File: config.mk
export PLATFORM = sky130hd
export DESIGN_NAME = lsse_exec
export DESIGN_NICKNAME = d
export VERILOG_FILES = /design/src/lsse_pkg.sv /design/src/lsse_exec.sv
export VERILOG_INCLUDE_DIRS = /design/src
export SDC_FILE = /design/constraint.sdc
export NUM_CORES = 1
export LEC_CHECK = 0
export ABC_AREA = 0
export BUFFER_PORTS_ARGS = -buffer_cell sky130_fd_sc_hd__buf_2
export CORE_UTILIZATION = 40
export DETAILED_ROUTE_END_ITERATION = 12
export SYNTH_ARGS = -nofsm -noshare
export SYNTH_HDL_FRONTEND = slang
export SYNTH_SLANG_ARGS = --single-unit
File: constraint.sdc
create_clock -name ref_clk_in -period 4.36 [get_ports ref_clk_in]
set_input_delay 0.654 -clock ref_clk_in [delete_from_list [all_inputs] [get_ports ref_clk_in]]
set_output_delay 0.654 -clock ref_clk_in [all_outputs]
set_load 0.01 [all_outputs]
File: src/lsse_map.svh
// Constant map for the load, store and shift execution unit
`ifndef LSSE_MAP_SVH
`define LSSE_MAP_SVH

// Pointer register pairs inside the register file (low byte index)
`define LSSE_PTR_A_LO    5'h1A
`define LSSE_PTR_B_LO    5'h1C
`define LSSE_PTR_C_LO    5'h1E
`define LSSE_PAIR_HI_BIT 5'h01

// Pointer selector codes
`define LSSE_PSEL_A      2'h0
`define LSSE_PSEL_B      2'h1
`define LSSE_PSEL_C      2'h2

// Target of a program memory read with no named register
`define LSSE_DEF_TARGET  5'h00

// Status register bit positions
`define LSSE_FLAG_C      0
`define LSSE_FLAG_Z      1
`define LSSE_FLAG_N      2
`define LSSE_FLAG_V      3'h3

// Reset values
`define LSSE_SREG_RESET  8'h00
`define LSSE_SP_RESET    16'h0000
`define LSSE_ADDR_RESET  16'h0000
`define LSSE_BYTE_RESET  8'h00
`define LSSE_IO_RESET    6'h00
`define LSSE_REG_RESET   5'h00
`define LSSE_BIT_RESET   3'h0

// Step values
`define LSSE_ONE16       16'h0001
`define LSSE_BIT0_MASK   8'h01

// Cycles per instruction class
`define LSSE_CYC_FAST    1
`define LSSE_CYC_MEM     2
`define LSSE_CYC_PMEM    3

`endif

File: src/lsse_pkg.sv
// Types shared by the load, store and shift execution unit
package lsse_pkg;

	typedef enum logic [4:0]
	{
		LSSE_OP_NOP       = 5'h00,
		LSSE_OP_REG_COPY  = 5'h01,
		LSSE_OP_PAIR_COPY = 5'h02,
		LSSE_OP_IMM_LOAD  = 5'h03,
		LSSE_OP_IND_LOAD  = 5'h04,
		LSSE_OP_DIR_LOAD  = 5'h05,
		LSSE_OP_IND_WRITE = 5'h06,
		LSSE_OP_DIR_WRITE = 5'h07,
		LSSE_OP_PM_DEF    = 5'h08,
		LSSE_OP_PM_READ   = 5'h09,
		LSSE_OP_PM_INC    = 5'h0A,
		LSSE_OP_PUSH      = 5'h0B,
		LSSE_OP_POP       = 5'h0C,
		LSSE_OP_IO_SET    = 5'h0D,
		LSSE_OP_IO_CLR    = 5'h0E,
		LSSE_OP_IO_OUT    = 5'h0F,
		LSSE_OP_LSL       = 5'h10,
		LSSE_OP_LSR       = 5'h11,
		LSSE_OP_ROL       = 5'h12,
		LSSE_OP_ROR       = 5'h13,
		LSSE_OP_ASR       = 5'h14,
		LSSE_OP_SWAP      = 5'h15
	} lsse_op_t;

	typedef enum logic [1:0]
	{
		LSSE_AM_PLAIN   = 2'h0,
		LSSE_AM_POSTINC = 2'h1,
		LSSE_AM_PREDEC  = 2'h2,
		LSSE_AM_DISP    = 2'h3
	} lsse_amode_t;

	typedef enum logic [2:0]
	{
		LSSE_ST_IDLE  = 3'b001,
		LSSE_ST_PWAIT = 3'b010,
		LSSE_ST_LAST  = 3'b100
	} lsse_state_t;

endpackage
File: src/lsse_exec.sv
// Execution unit for data transfer, stack, I/O bit and shift instructions
// Summary of operation
// [RULE1] Post-increment load reads, then bumps pointer; two cycles
// [RULE2] Pre-decrement load drops pointer, then reads; two cycles
// [RULE3] Displaced load uses pointer b/c plus offset
// [RULE4] Direct load reads absolute address; two cycles
// [RULE5] Post-increment write stores, then bumps pointer; two cycles
// [RULE6] Pre-decrement write drops pointer, then stores; two cycles
// [RULE7] Displaced write uses pointer b/c plus offset
// [RULE8] Direct write stores to absolute address; two cycles
// [RULE9] Program memory read via pointer c; three cycles
// [RULE10] Stack save writes register; two cycles, no flags
// [RULE11] Stack restore loads register; two cycles, no flags
// [RULE12] I/O bit set forces one bit high
// [RULE13] I/O bit clear forces one bit low
// [RULE14] Left shift fills zero, updates Z C N V
// [RULE15] Right shift fills zero, updates Z C N V
// [RULE16] Left rotate moves carry in at bit 0
// [RULE17] Right rotate moves carry in at bit 7
// [RULE18] Arithmetic right shift keeps sign bit
// [RULE19] Nibble exchange swaps halves, no flags
// [RULE20] Transfers leave every status flag unchanged
// [RULE21] Load into its own pointer is undefined
`timescale 1ns/1ps
`default_nettype none
`include "lsse_map.svh"

module lsse_exec
	import lsse_pkg::*;
(
	input  wire logic        ref_clk_in,     // System clock, 40 MHz
	input  wire logic        rst_in,         // Synchronous reset, active high
	input  wire logic        cmd_valid_in,   // Decoded instruction present
	input  wire lsse_op_t    cmd_op_in,      // Operation
	input  wire lsse_amode_t cmd_amode_in,   // Pointer addressing form
	input  wire logic [1:0]  cmd_ptr_in,     // Pointer pair select a/b/c
	input  wire logic [4:0]  cmd_rd_in,      // Destination register
	input  wire logic [4:0]  cmd_rr_in,      // Source register
	input  wire logic [5:0]  cmd_disp_in,    // Displacement
	input  wire logic [15:0] cmd_addr_in,    // Absolute data address
	input  wire logic [7:0]  cmd_imm_in,     // Immediate constant
	input  wire logic [5:0]  cmd_io_in,      // I/O register address
	input  wire logic [2:0]  cmd_bit_in,     // I/O bit number
	output logic             cmd_ready_out,  // Unit can take an instruction
	output logic             done_out,       // Instruction finished pulse
	output logic [15:0]      dmem_addr_out,  // Data memory address
	output logic [7:0]       dmem_wdata_out, // Data memory write data
	output logic             dmem_re_out,    // Data memory read strobe
	output logic             dmem_we_out,    // Data memory write strobe
	input  wire logic [7:0]  dmem_rdata_in,  // Data memory read data
	output logic [15:0]      pmem_addr_out,  // Program memory byte address
	output logic             pmem_re_out,    // Program memory read strobe
	input  wire logic [7:0]  pmem_rdata_in,  // Program memory read data
	output logic [5:0]       io_addr_out,    // I/O register address
	output logic             io_re_out,      // I/O read strobe
	output logic             io_we_out,      // I/O write strobe
	output logic [7:0]       io_wdata_out,   // I/O write data
	input  wire logic [7:0]  io_rdata_in,    // I/O read data
	output logic [7:0]       sreg_out,       // Status flags
	output logic [15:0]      sp_out,         // Stack pointer
	input  wire logic [4:0]  dbg_sel_in,     // Register file peek select
	output logic [7:0]       dbg_data_out    // Register file peek data
);

	logic [7:0]  regs [0:31];
	lsse_state_t state_q;
	logic        ready_q;
	logic        done_q;
	logic [15:0] dmem_addr_q;
	logic [7:0]  dmem_wdata_q;
	logic        dmem_re_q;
	logic        dmem_we_q;
	logic [15:0] pmem_addr_q;
	logic        pmem_re_q;
	logic [5:0]  io_addr_q;
	logic        io_re_q;
	logic        io_we_q;
	logic [7:0]  io_wdata_q;
	logic [7:0]  sreg_q;
	logic [15:0] sp_q;
	logic [7:0]  dbg_q;
	logic        ld_pend_q;
	logic        ld_pm_q;
	logic [4:0]  ld_dst_q;
	logic        io_pend_q;
	logic        io_set_q;
	logic [2:0]  bit_q;

	assign cmd_ready_out  = ready_q;
	assign done_out       = done_q;
	assign dmem_addr_out  = dmem_addr_q;
	assign dmem_wdata_out = dmem_wdata_q;
	assign dmem_re_out    = dmem_re_q;
	assign dmem_we_out    = dmem_we_q;
	assign pmem_addr_out  = pmem_addr_q;
	assign pmem_re_out    = pmem_re_q;
	assign io_addr_out    = io_addr_q;
	assign io_re_out      = io_re_q;
	assign io_we_out      = io_we_q;
	assign io_wdata_out   = io_wdata_q;
	assign sreg_out       = sreg_q;
	assign sp_out         = sp_q;
	assign dbg_data_out   = dbg_q;

	// Instruction classes
	wire accept    = cmd_valid_in & ready_q;
	wire is_ld_ind = (cmd_op_in == LSSE_OP_IND_LOAD);
	wire is_st_ind = (cmd_op_in == LSSE_OP_IND_WRITE);
	wire is_ld_dir = (cmd_op_in == LSSE_OP_DIR_LOAD);
	wire is_st_dir = (cmd_op_in == LSSE_OP_DIR_WRITE);
	wire is_push   = (cmd_op_in == LSSE_OP_PUSH);
	wire is_pop    = (cmd_op_in == LSSE_OP_POP);
	wire is_pm     = (cmd_op_in == LSSE_OP_PM_DEF) | (cmd_op_in == LSSE_OP_PM_READ)
		| (cmd_op_in == LSSE_OP_PM_INC);
	wire is_ioset  = (cmd_op_in == LSSE_OP_IO_SET);
	wire is_ioclr  = (cmd_op_in == LSSE_OP_IO_CLR);
	wire is_iobit  = is_ioset | is_ioclr;
	wire is_lsl    = (cmd_op_in == LSSE_OP_LSL);
	wire is_lsr    = (cmd_op_in == LSSE_OP_LSR);
	wire is_rol    = (cmd_op_in == LSSE_OP_ROL);
	wire is_ror    = (cmd_op_in == LSSE_OP_ROR);
	wire is_asr    = (cmd_op_in == LSSE_OP_ASR);
	wire is_swap   = (cmd_op_in == LSSE_OP_SWAP);
	wire is_shift  = is_lsl | is_lsr | is_rol | is_ror | is_asr;
	wire is_dload  = is_ld_ind | is_ld_dir | is_pop;
	wire is_dwrite = is_st_ind | is_st_dir | is_push;
	wire is_multi  = is_dload | is_dwrite | is_pm | is_iobit;

	// Pointer pair selection; program memory always goes through pair c
	wire [1:0] psel    = is_pm ? `LSSE_PSEL_C : cmd_ptr_in;
	wire [4:0] ptr_lo  = (psel == `LSSE_PSEL_A) ? `LSSE_PTR_A_LO
		: (psel == `LSSE_PSEL_B) ? `LSSE_PTR_B_LO : `LSSE_PTR_C_LO;
	wire [4:0] ptr_hi  = ptr_lo | `LSSE_PAIR_HI_BIT;
	wire [15:0] ptr_val = {regs[ptr_hi], regs[ptr_lo]};
	wire [15:0] ptr_inc = ptr_val + `LSSE_ONE16;
	wire [15:0] ptr_dec = ptr_val - `LSSE_ONE16;
	wire [15:0] ptr_dsp = ptr_val + {10'h000, cmd_disp_in};

	wire am_post = (cmd_amode_in == LSSE_AM_POSTINC);
	wire am_pre  = (cmd_amode_in == LSSE_AM_PREDEC);
	wire am_disp = (cmd_amode_in == LSSE_AM_DISP) & (psel != `LSSE_PSEL_A);

	// Effective data address
	wire [15:0] ind_addr = am_pre ? ptr_dec : (am_disp ? ptr_dsp : ptr_val); // RULE2 RULE3 RULE6 RULE7
	wire [15:0] sp_inc   = sp_q + `LSSE_ONE16;
	wire [15:0] sp_dec   = sp_q - `LSSE_ONE16;
	wire [15:0] mem_addr = (is_ld_dir | is_st_dir) ? cmd_addr_in // RULE4 RULE8
		: is_push ? sp_q
		: is_pop ? sp_inc
		: ind_addr;

	// Pointer write-back for auto-modified forms
	wire ptr_post = ((is_ld_ind | is_st_ind) & am_post) | (cmd_op_in == LSSE_OP_PM_INC);
	wire ptr_pre  = (is_ld_ind | is_st_ind) & am_pre;
	wire ptr_wr   = accept & (ptr_post | ptr_pre);
	wire [15:0] ptr_new = ptr_pre ? ptr_dec : ptr_inc; // RULE1 RULE2 RULE5 RULE6 RULE9

	// Load destination
	wire [4:0] ld_dst = (cmd_op_in == LSSE_OP_PM_DEF) ? `LSSE_DEF_TARGET : cmd_rd_in; // RULE9

	// Shift and rotate unit
	wire [7:0] rd_val = regs[cmd_rd_in];
	wire       c_old  = sreg_q[`LSSE_FLAG_C];
	wire [7:0] sh_res = is_lsl ? {rd_val[6:0], 1'b0} // RULE14
		: is_lsr ? {1'b0, rd_val[7:1]}             // RULE15
		: is_rol ? {rd_val[6:0], c_old}            // RULE16
		: is_ror ? {c_old, rd_val[7:1]}            // RULE17
		: is_asr ? {rd_val[7], rd_val[7:1]}        // RULE18
		: {rd_val[3:0], rd_val[7:4]};              // RULE19
	wire       sh_c   = (is_lsl | is_rol) ? rd_val[7] : rd_val[0];
	wire       sh_n   = sh_res[7];
	wire       sh_z   = (sh_res == `LSSE_BYTE_RESET);
	wire       sh_v   = sh_n ^ sh_c;

	// Read-modify-write of the addressed I/O bit
	wire [7:0] io_mask = `LSSE_BIT0_MASK << bit_q;
	wire [7:0] io_mod  = io_set_q ? (io_rdata_in | io_mask) : (io_rdata_in & ~io_mask);

	wire [7:0] ld_data = ld_pm_q ? pmem_rdata_in : dmem_rdata_in;
	wire       in_last = (state_q == LSSE_ST_LAST);

	// Register file; load write-back lands after any pointer update
	always_ff @(posedge ref_clk_in)
	begin
		if (accept)
		begin
			if (cmd_op_in == LSSE_OP_REG_COPY)
			begin
				regs[cmd_rd_in] <= regs[cmd_rr_in]; // RULE20
			end
			else if (cmd_op_in == LSSE_OP_PAIR_COPY)
			begin
				regs[{cmd_rd_in[4:1], 1'b0}] <= regs[{cmd_rr_in[4:1], 1'b0}]; // RULE20
				regs[{cmd_rd_in[4:1], 1'b1}] <= regs[{cmd_rr_in[4:1], 1'b1}];
			end
			else if (cmd_op_in == LSSE_OP_IMM_LOAD)
			begin
				regs[cmd_rd_in] <= cmd_imm_in; // RULE20
			end
			else if (is_shift | is_swap)
			begin
				regs[cmd_rd_in] <= sh_res;
			end
			if (ptr_wr)
			begin
				regs[ptr_lo] <= ptr_new[7:0];
				regs[ptr_hi] <= ptr_new[15:8];
			end
		end
		if (in_last & ld_pend_q)
		begin
			regs[ld_dst_q] <= ld_data; // RULE11 RULE21
		end
	end

	// Sequencer, memory strobes and architectural state
	always_ff @(posedge ref_clk_in)
	begin
		if (rst_in)
		begin
			state_q      <= LSSE_ST_IDLE;
			ready_q      <= 1'b0;
			done_q       <= 1'b0;
			dmem_addr_q  <= `LSSE_ADDR_RESET;
			dmem_wdata_q <= `LSSE_BYTE_RESET;
			dmem_re_q    <= 1'b0;
			dmem_we_q    <= 1'b0;
			pmem_addr_q  <= `LSSE_ADDR_RESET;
			pmem_re_q    <= 1'b0;
			io_addr_q    <= `LSSE_IO_RESET;
			io_re_q      <= 1'b0;
			io_we_q      <= 1'b0;
			io_wdata_q   <= `LSSE_BYTE_RESET;
			sreg_q       <= `LSSE_SREG_RESET;
			sp_q         <= `LSSE_SP_RESET;
			dbg_q        <= `LSSE_BYTE_RESET;
			ld_pend_q    <= 1'b0;
			ld_pm_q      <= 1'b0;
			ld_dst_q     <= `LSSE_REG_RESET;
			io_pend_q    <= 1'b0;
			io_set_q     <= 1'b0;
			bit_q        <= `LSSE_BIT_RESET;
		end
		else
		begin
			done_q    <= 1'b0;
			dmem_re_q <= 1'b0;
			dmem_we_q <= 1'b0;
			pmem_re_q <= 1'b0;
			io_re_q   <= 1'b0;
			io_we_q   <= 1'b0;
			dbg_q     <= regs[dbg_sel_in];
			case (state_q)
				LSSE_ST_IDLE:
				begin
					ready_q <= 1'b1;
					if (accept)
					begin
						ld_pend_q <= is_dload | is_pm;
						ld_pm_q   <= is_pm;
						ld_dst_q  <= ld_dst;
						io_pend_q <= is_iobit;
						io_set_q  <= is_ioset;
						bit_q     <= cmd_bit_in;
						if (is_multi)
						begin
							ready_q <= 1'b0;
							state_q <= is_pm ? LSSE_ST_PWAIT : LSSE_ST_LAST; // RULE9
						end
						else
						begin
							done_q <= 1'b1;
						end
						if (is_dload | is_dwrite)
						begin
							dmem_addr_q  <= mem_addr; // RULE1 RULE4 RULE5 RULE8
							dmem_re_q    <= is_dload;
							dmem_we_q    <= is_dwrite; // RULE10
							dmem_wdata_q <= regs[cmd_rr_in];
						end
						if (is_pm)
						begin
							pmem_addr_q <= ptr_val; // RULE9
							pmem_re_q   <= 1'b1;
						end
						if (is_push)
						begin
							sp_q <= sp_dec; // RULE10
						end
						else if (is_pop)
						begin
							sp_q <= sp_inc; // RULE11
						end
						if (is_iobit)
						begin
							io_addr_q <= cmd_io_in; // RULE12 RULE13
							io_re_q   <= 1'b1;
						end
						else if (cmd_op_in == LSSE_OP_IO_OUT)
						begin
							io_addr_q  <= cmd_io_in; // RULE20
							io_we_q    <= 1'b1;
							io_wdata_q <= regs[cmd_rr_in];
						end
						if (is_shift)
						begin
							sreg_q[`LSSE_FLAG_C] <= sh_c; // RULE14 RULE15 RULE16 RULE17 RULE18
							sreg_q[`LSSE_FLAG_Z] <= sh_z;
							sreg_q[`LSSE_FLAG_N] <= sh_n;
							sreg_q[`LSSE_FLAG_V] <= sh_v;
						end
					end
				end
				LSSE_ST_PWAIT:
				begin
					state_q <= LSSE_ST_LAST;
				end
				LSSE_ST_LAST:
				begin
					state_q   <= LSSE_ST_IDLE;
					ready_q   <= 1'b1;
					done_q    <= 1'b1;
					ld_pend_q <= 1'b0;
					io_pend_q <= 1'b0;
					if (io_pend_q)
					begin
						io_we_q    <= 1'b1; // RULE12 RULE13
						io_wdata_q <= io_mod;
					end
				end
				default:
				begin
					state_q <= LSSE_ST_IDLE;
					ready_q <= 1'b1;
				end
			endcase
		end
	end

endmodule

`default_nettype wire

==> summary.log <==
INFO  power_and_ir_drop intPower=6.90mW
INFO  drt            dr_total_vias=30600
INFO  synth          synth_top_family_by_area=multiplexers
INFO  power_and_ir_drop p_sw=3.11mW
INFO  synth          yosys-top-cells-count=sky130_fd_sc_hd__nor2_1 (400), sky130_fd_sc_hd__nand2_1 (368), sky130_fd_sc_hd__edfxtp_1 (256)
INFO  sta            report.final.slew_viol_count=0
INFO  synth          synth_compound_area_share=20.0%
INFO  synth          synthAdderAreaFrac=0.481%
INFO  sta            clock.fmax=267MHz
INFO  power_and_ir_drop vdd_ir_drop_max=0.000300V
INFO  sta            grt_setup_unrepaired=no
INFO  placement      dp_cells=4235
INFO  synth          yosys_warnings=0
INFO  sta            hold_slack=0.276ns
INFO  layout         flow.area_growth_from_synthesis=14.6%
INFO  hold_path      min_delay_worst_type=in -> reg
INFO  layout         final_core_utilization=46.4%
INFO  placement      io_buffer_count=178
INFO  critical_path  worst_setup_path_start_kind=flip-flop
INFO  clocking       insertion_delay=0.63ns
INFO  drt            drc=0
INFO  sta            setup_total_negative_slack=0ns
INFO  synth          synth_async_sr_flop_share=0%
INFO  synth          synthFlopType=sky130_fd_sc_hd__edfxtp_1
INFO  clocking       cts-resized-gates=0
INFO  synth          netlist-cell-type-count=105
INFO  floorplanning  num_io_pins=183
INFO  sta            worst_slew_margin_rel=18.0%
INFO  clocking       clk_root_buffer_cell=sky130_fd_sc_hd__clkbuf_16
INFO  floorplanning  die_area=76500µm²
INFO  power_and_ir_drop power_density_over_cell_area=290nW/µm²
INFO  global_route   grt_overflow=0
INFO  sta            fin_ws=0.613ns
INFO  drt            avgRoutedWirePerCell=35.4µm
INFO  critical_path  crit_fanout=14
INFO  synth          post_synth_xor_area_fraction=0.901%
INFO  synth          synth.ff_latch_count=360
INFO  sta            fin_skew=0.0341ns
INFO  drt            dr.pass1.iters=7
INFO  synth          muxShareOfSynthArea=24.5%
INFO  clocking       cts-buffers-inserted=43
INFO  drt            ant_nets=0
INFO  layout         drive_above_1_share=25.4%
INFO  power_and_ir_drop power.clock.fraction=39.8%
INFO  synth          synthesis.area=30100µm²
INFO  synth          post_synth_main_area_contributors=sky130_fd_sc_hd__edfxtp_1 (26%), sky130_fd_sc_hd__mux4_2 (18%), sky130_fd_sc_hd__dfxtp_1 (6.9%)
INFO  power_and_ir_drop power_switching_share=31.1%
INFO  synth          yosysMostFrequentCell=sky130_fd_sc_hd__nor2_1
INFO  layout         stdcell_count=4316
INFO  placement      pre_cts_slack=0.283ns
INFO  placement      placed_cell_area=33000µm²
INFO  power_and_ir_drop p_leak=12.4nW
INFO  power_and_ir_drop report.power.total=10.0mW
INFO  synth          avgSynthCellArea=9.56µm²
INFO  floorplanning  die_h=277µm
INFO  drt            initialDrtViolationCount=5192
INFO  layout         nets=3412
INFO  clocking       clock_tree.buffer_depth=3
INFO  synth          synthDominantCellAreaShare=25.5%
INFO  clocking       cts_max_level=2
INFO  critical_path  critical_path_class=reg -> reg
INFO  power_and_ir_drop sequentialPowerShare=37.9%
INFO  sta            final_min_period_over_clock_period=85.9%
INFO  outcome        run_status=complete, no violations
INFO  synth          synth_edf_count=256
INFO  clocking       clk_pin_slew=0.06ns
INFO  sta            finalSetupViolations=0
INFO  synth          synth-seq-area-share=32.4%
INFO  global_route   grt_usage=38.9%
INFO  floorplanning  design.core.area=74400µm²
INFO  layout         layout.cell_area.non_filler=34500µm²
INFO  critical_path  required=4.70ns
INFO  clocking       postCtsHoldBufs=0
INFO  drt            avgViaCountPerCell=7.08
INFO  synth          syn_inst=3153
INFO  global_route   grt_antenna_before_repair=7
INFO  synth          synthSimpleGateAreaFrac=16.1%
INFO  global_route   first_global_vias=27700
INFO  flow_run       max-cap-violations=0
INFO  global_route   maximum_number_of_pins_on_one_net_before_global_route_repair=63
INFO  placement      globalplace.congestion=1.12
INFO  clocking       cts_tree=yes
INFO  sta            finalWorstPathRequiredPeriod=3.75ns
INFO  layout         fillCellCount=7072
INFO  power_and_ir_drop combPwrFrac=22.3%
INFO  floorplanning  rows=100
INFO  drt            wl=153000µm
INFO  critical_path  critPathCaptureType=flip-flop
INFO  floorplanning  floorplan.initialDensity=40.5%
INFO  global_route   grt_first_pass_wirelength=213000µm
INFO  synth          synth_area_leader=sky130_fd_sc_hd__edfxtp_1
INFO  clocking       clock-sinks=360
INFO  sta            hold_viol_final=0
INFO  sta            tightestPinTransition=1.20ns
INFO  clocking       cts_post_setup_buffers_inserted=0
INFO  placement      detailed_place_hpwl=113000µm
INFO  critical_path  cp.arrival=4.08ns
INFO  floorplanning  horizontal_die_dimension=277µm
critical path, stage by stage, from the launching register on:
cell and delay (ns):
sky130_fd_sc_hd__edfxtp_1 0.56, sky130_fd_sc_hd__or4b_2 0.73, sky130_fd_sc_hd__a221oi_1 0.54, sky130_fd_sc_hd__a21oi_1 0.24
sky130_fd_sc_hd__o32ai_2 0.36, sky130_fd_sc_hd__mux2i_2 0.26, sky130_fd_sc_hd__buf_4 0.37, sky130_fd_sc_hd__nand2_1 0.13
sky130_fd_sc_hd__o21ai_0 0.18, sky130_fd_sc_hd__a21oi_1 0.09
cell usage in the layout (no fill, tap or decap), types with 37 or more instances in the layout:
master	instances
sky130_fd_sc_hd__nor2_1	399
sky130_fd_sc_hd__nand2_1	368
sky130_fd_sc_hd__edfxtp_1	256
sky130_fd_sc_hd__mux4_2	238
sky130_fd_sc_hd__buf_4	227
sky130_fd_sc_hd__a21oi_1	221
sky130_fd_sc_hd__o21ai_0	181
sky130_fd_sc_hd__buf_2	171
sky130_fd_sc_hd__mux2i_1	127
sky130_fd_sc_hd__dfxtp_1	104
sky130_fd_sc_hd__o22ai_1	78
sky130_fd_sc_hd__a31oi_1	78
sky130_fd_sc_hd__a22oi_1	74
sky130_fd_sc_hd__nor3_1	56
sky130_fd_sc_hd__nand3_1	50
sky130_fd_sc_hd__clkbuf_16	45
sky130_fd_sc_hd__a211oi_1	39
sky130_fd_sc_hd__o21a_1	37
final timing paths:
| path | start | end | slack (ns) | cells past startpoint |
|---|---|---|---|---|
| setup / recovery | regs[28][2]$_DFFE_PP_ | regs[24][5]$_DFFE_PP_ | 0.61 | 9 |
| hold / removal | cmd_io_in[3] | io_addr_out[3]$_SDFFE_PP0P_ | 0.28 | 3 |
| setup reg to reg | regs[28][2]$_DFFE_PP_ | regs[24][5]$_DFFE_PP_ | 0.61 | 9 |
| hold reg to reg | pmem_addr_out[13]$_SDFFE_PP0P_ | pmem_addr_out[13]$_SDFFE_PP0P_ | 0.45 | 2 |
final cells by class:
cell class | count | area (µm²) | area share, %
Clock inverter | 26 | 365 | 1.06
Clock buffer | 54 | 1180 | 3.42
Antenna cell | 1 | 2.50 | 0.00724
Sequential cell | 360 | 9770 | 28.3
Multi-Input combinational cell | 2455 | 18800 | 54.5
Inverter | 27 | 101 | 0.293
Tap cell | 969 | 1210 | 3.51
Timing Repair Buffer | 424 | 3070 | 8.89
logic make-up (layout without fill, tap and decap cells):
group	after synthesis	in the layout
AO/OA/AOI/OAI	928	928
XOR/XNOR	31	31
adder cells (fa/ha/maj)	11	11
buffers and inverters	341	531
flip-flops	360	360
multiplexers	417	417
other	1	5
AND/OR/NAND/NOR	1064	1064
power by group through the flow:
stage / logic [mW] / registers (mW) / clock network [mW]
global placement: 2.13 / 3.87 / 0
global route: 2.29 / 3.80 / 4.11
finish: 2.23 / 3.80 / 3.99
CTS: 2.14 / 3.79 / 4.00
detailed placement: 2.14 / 3.87 / 0
floorplan: 1.30 / 3.86 / 0
per-layer routing:
layer  track usage, %  vias to the layer above  routed length, µm
li1                 -                    12500                  -
met1             50.7                    14800              56700
met2             55.1                     2666              62600
met3             15.6                      535              23700
met4             20.2                        6               9630
met5            0.438                        -                 78
registers in the layout, summed over array words and instances, names as in the netlist, 4 cells and up:
name / count
regs: 256
dmem_addr_out: 16
pmem_addr_out: 16
sp_out: 16
dbg_data_out: 8
dmem_wdata_out: 8
io_wdata_out: 8
io_addr_out: 6
ld_dst_q: 5
sreg_out: 4
Power figures use the tool's default switching activity.
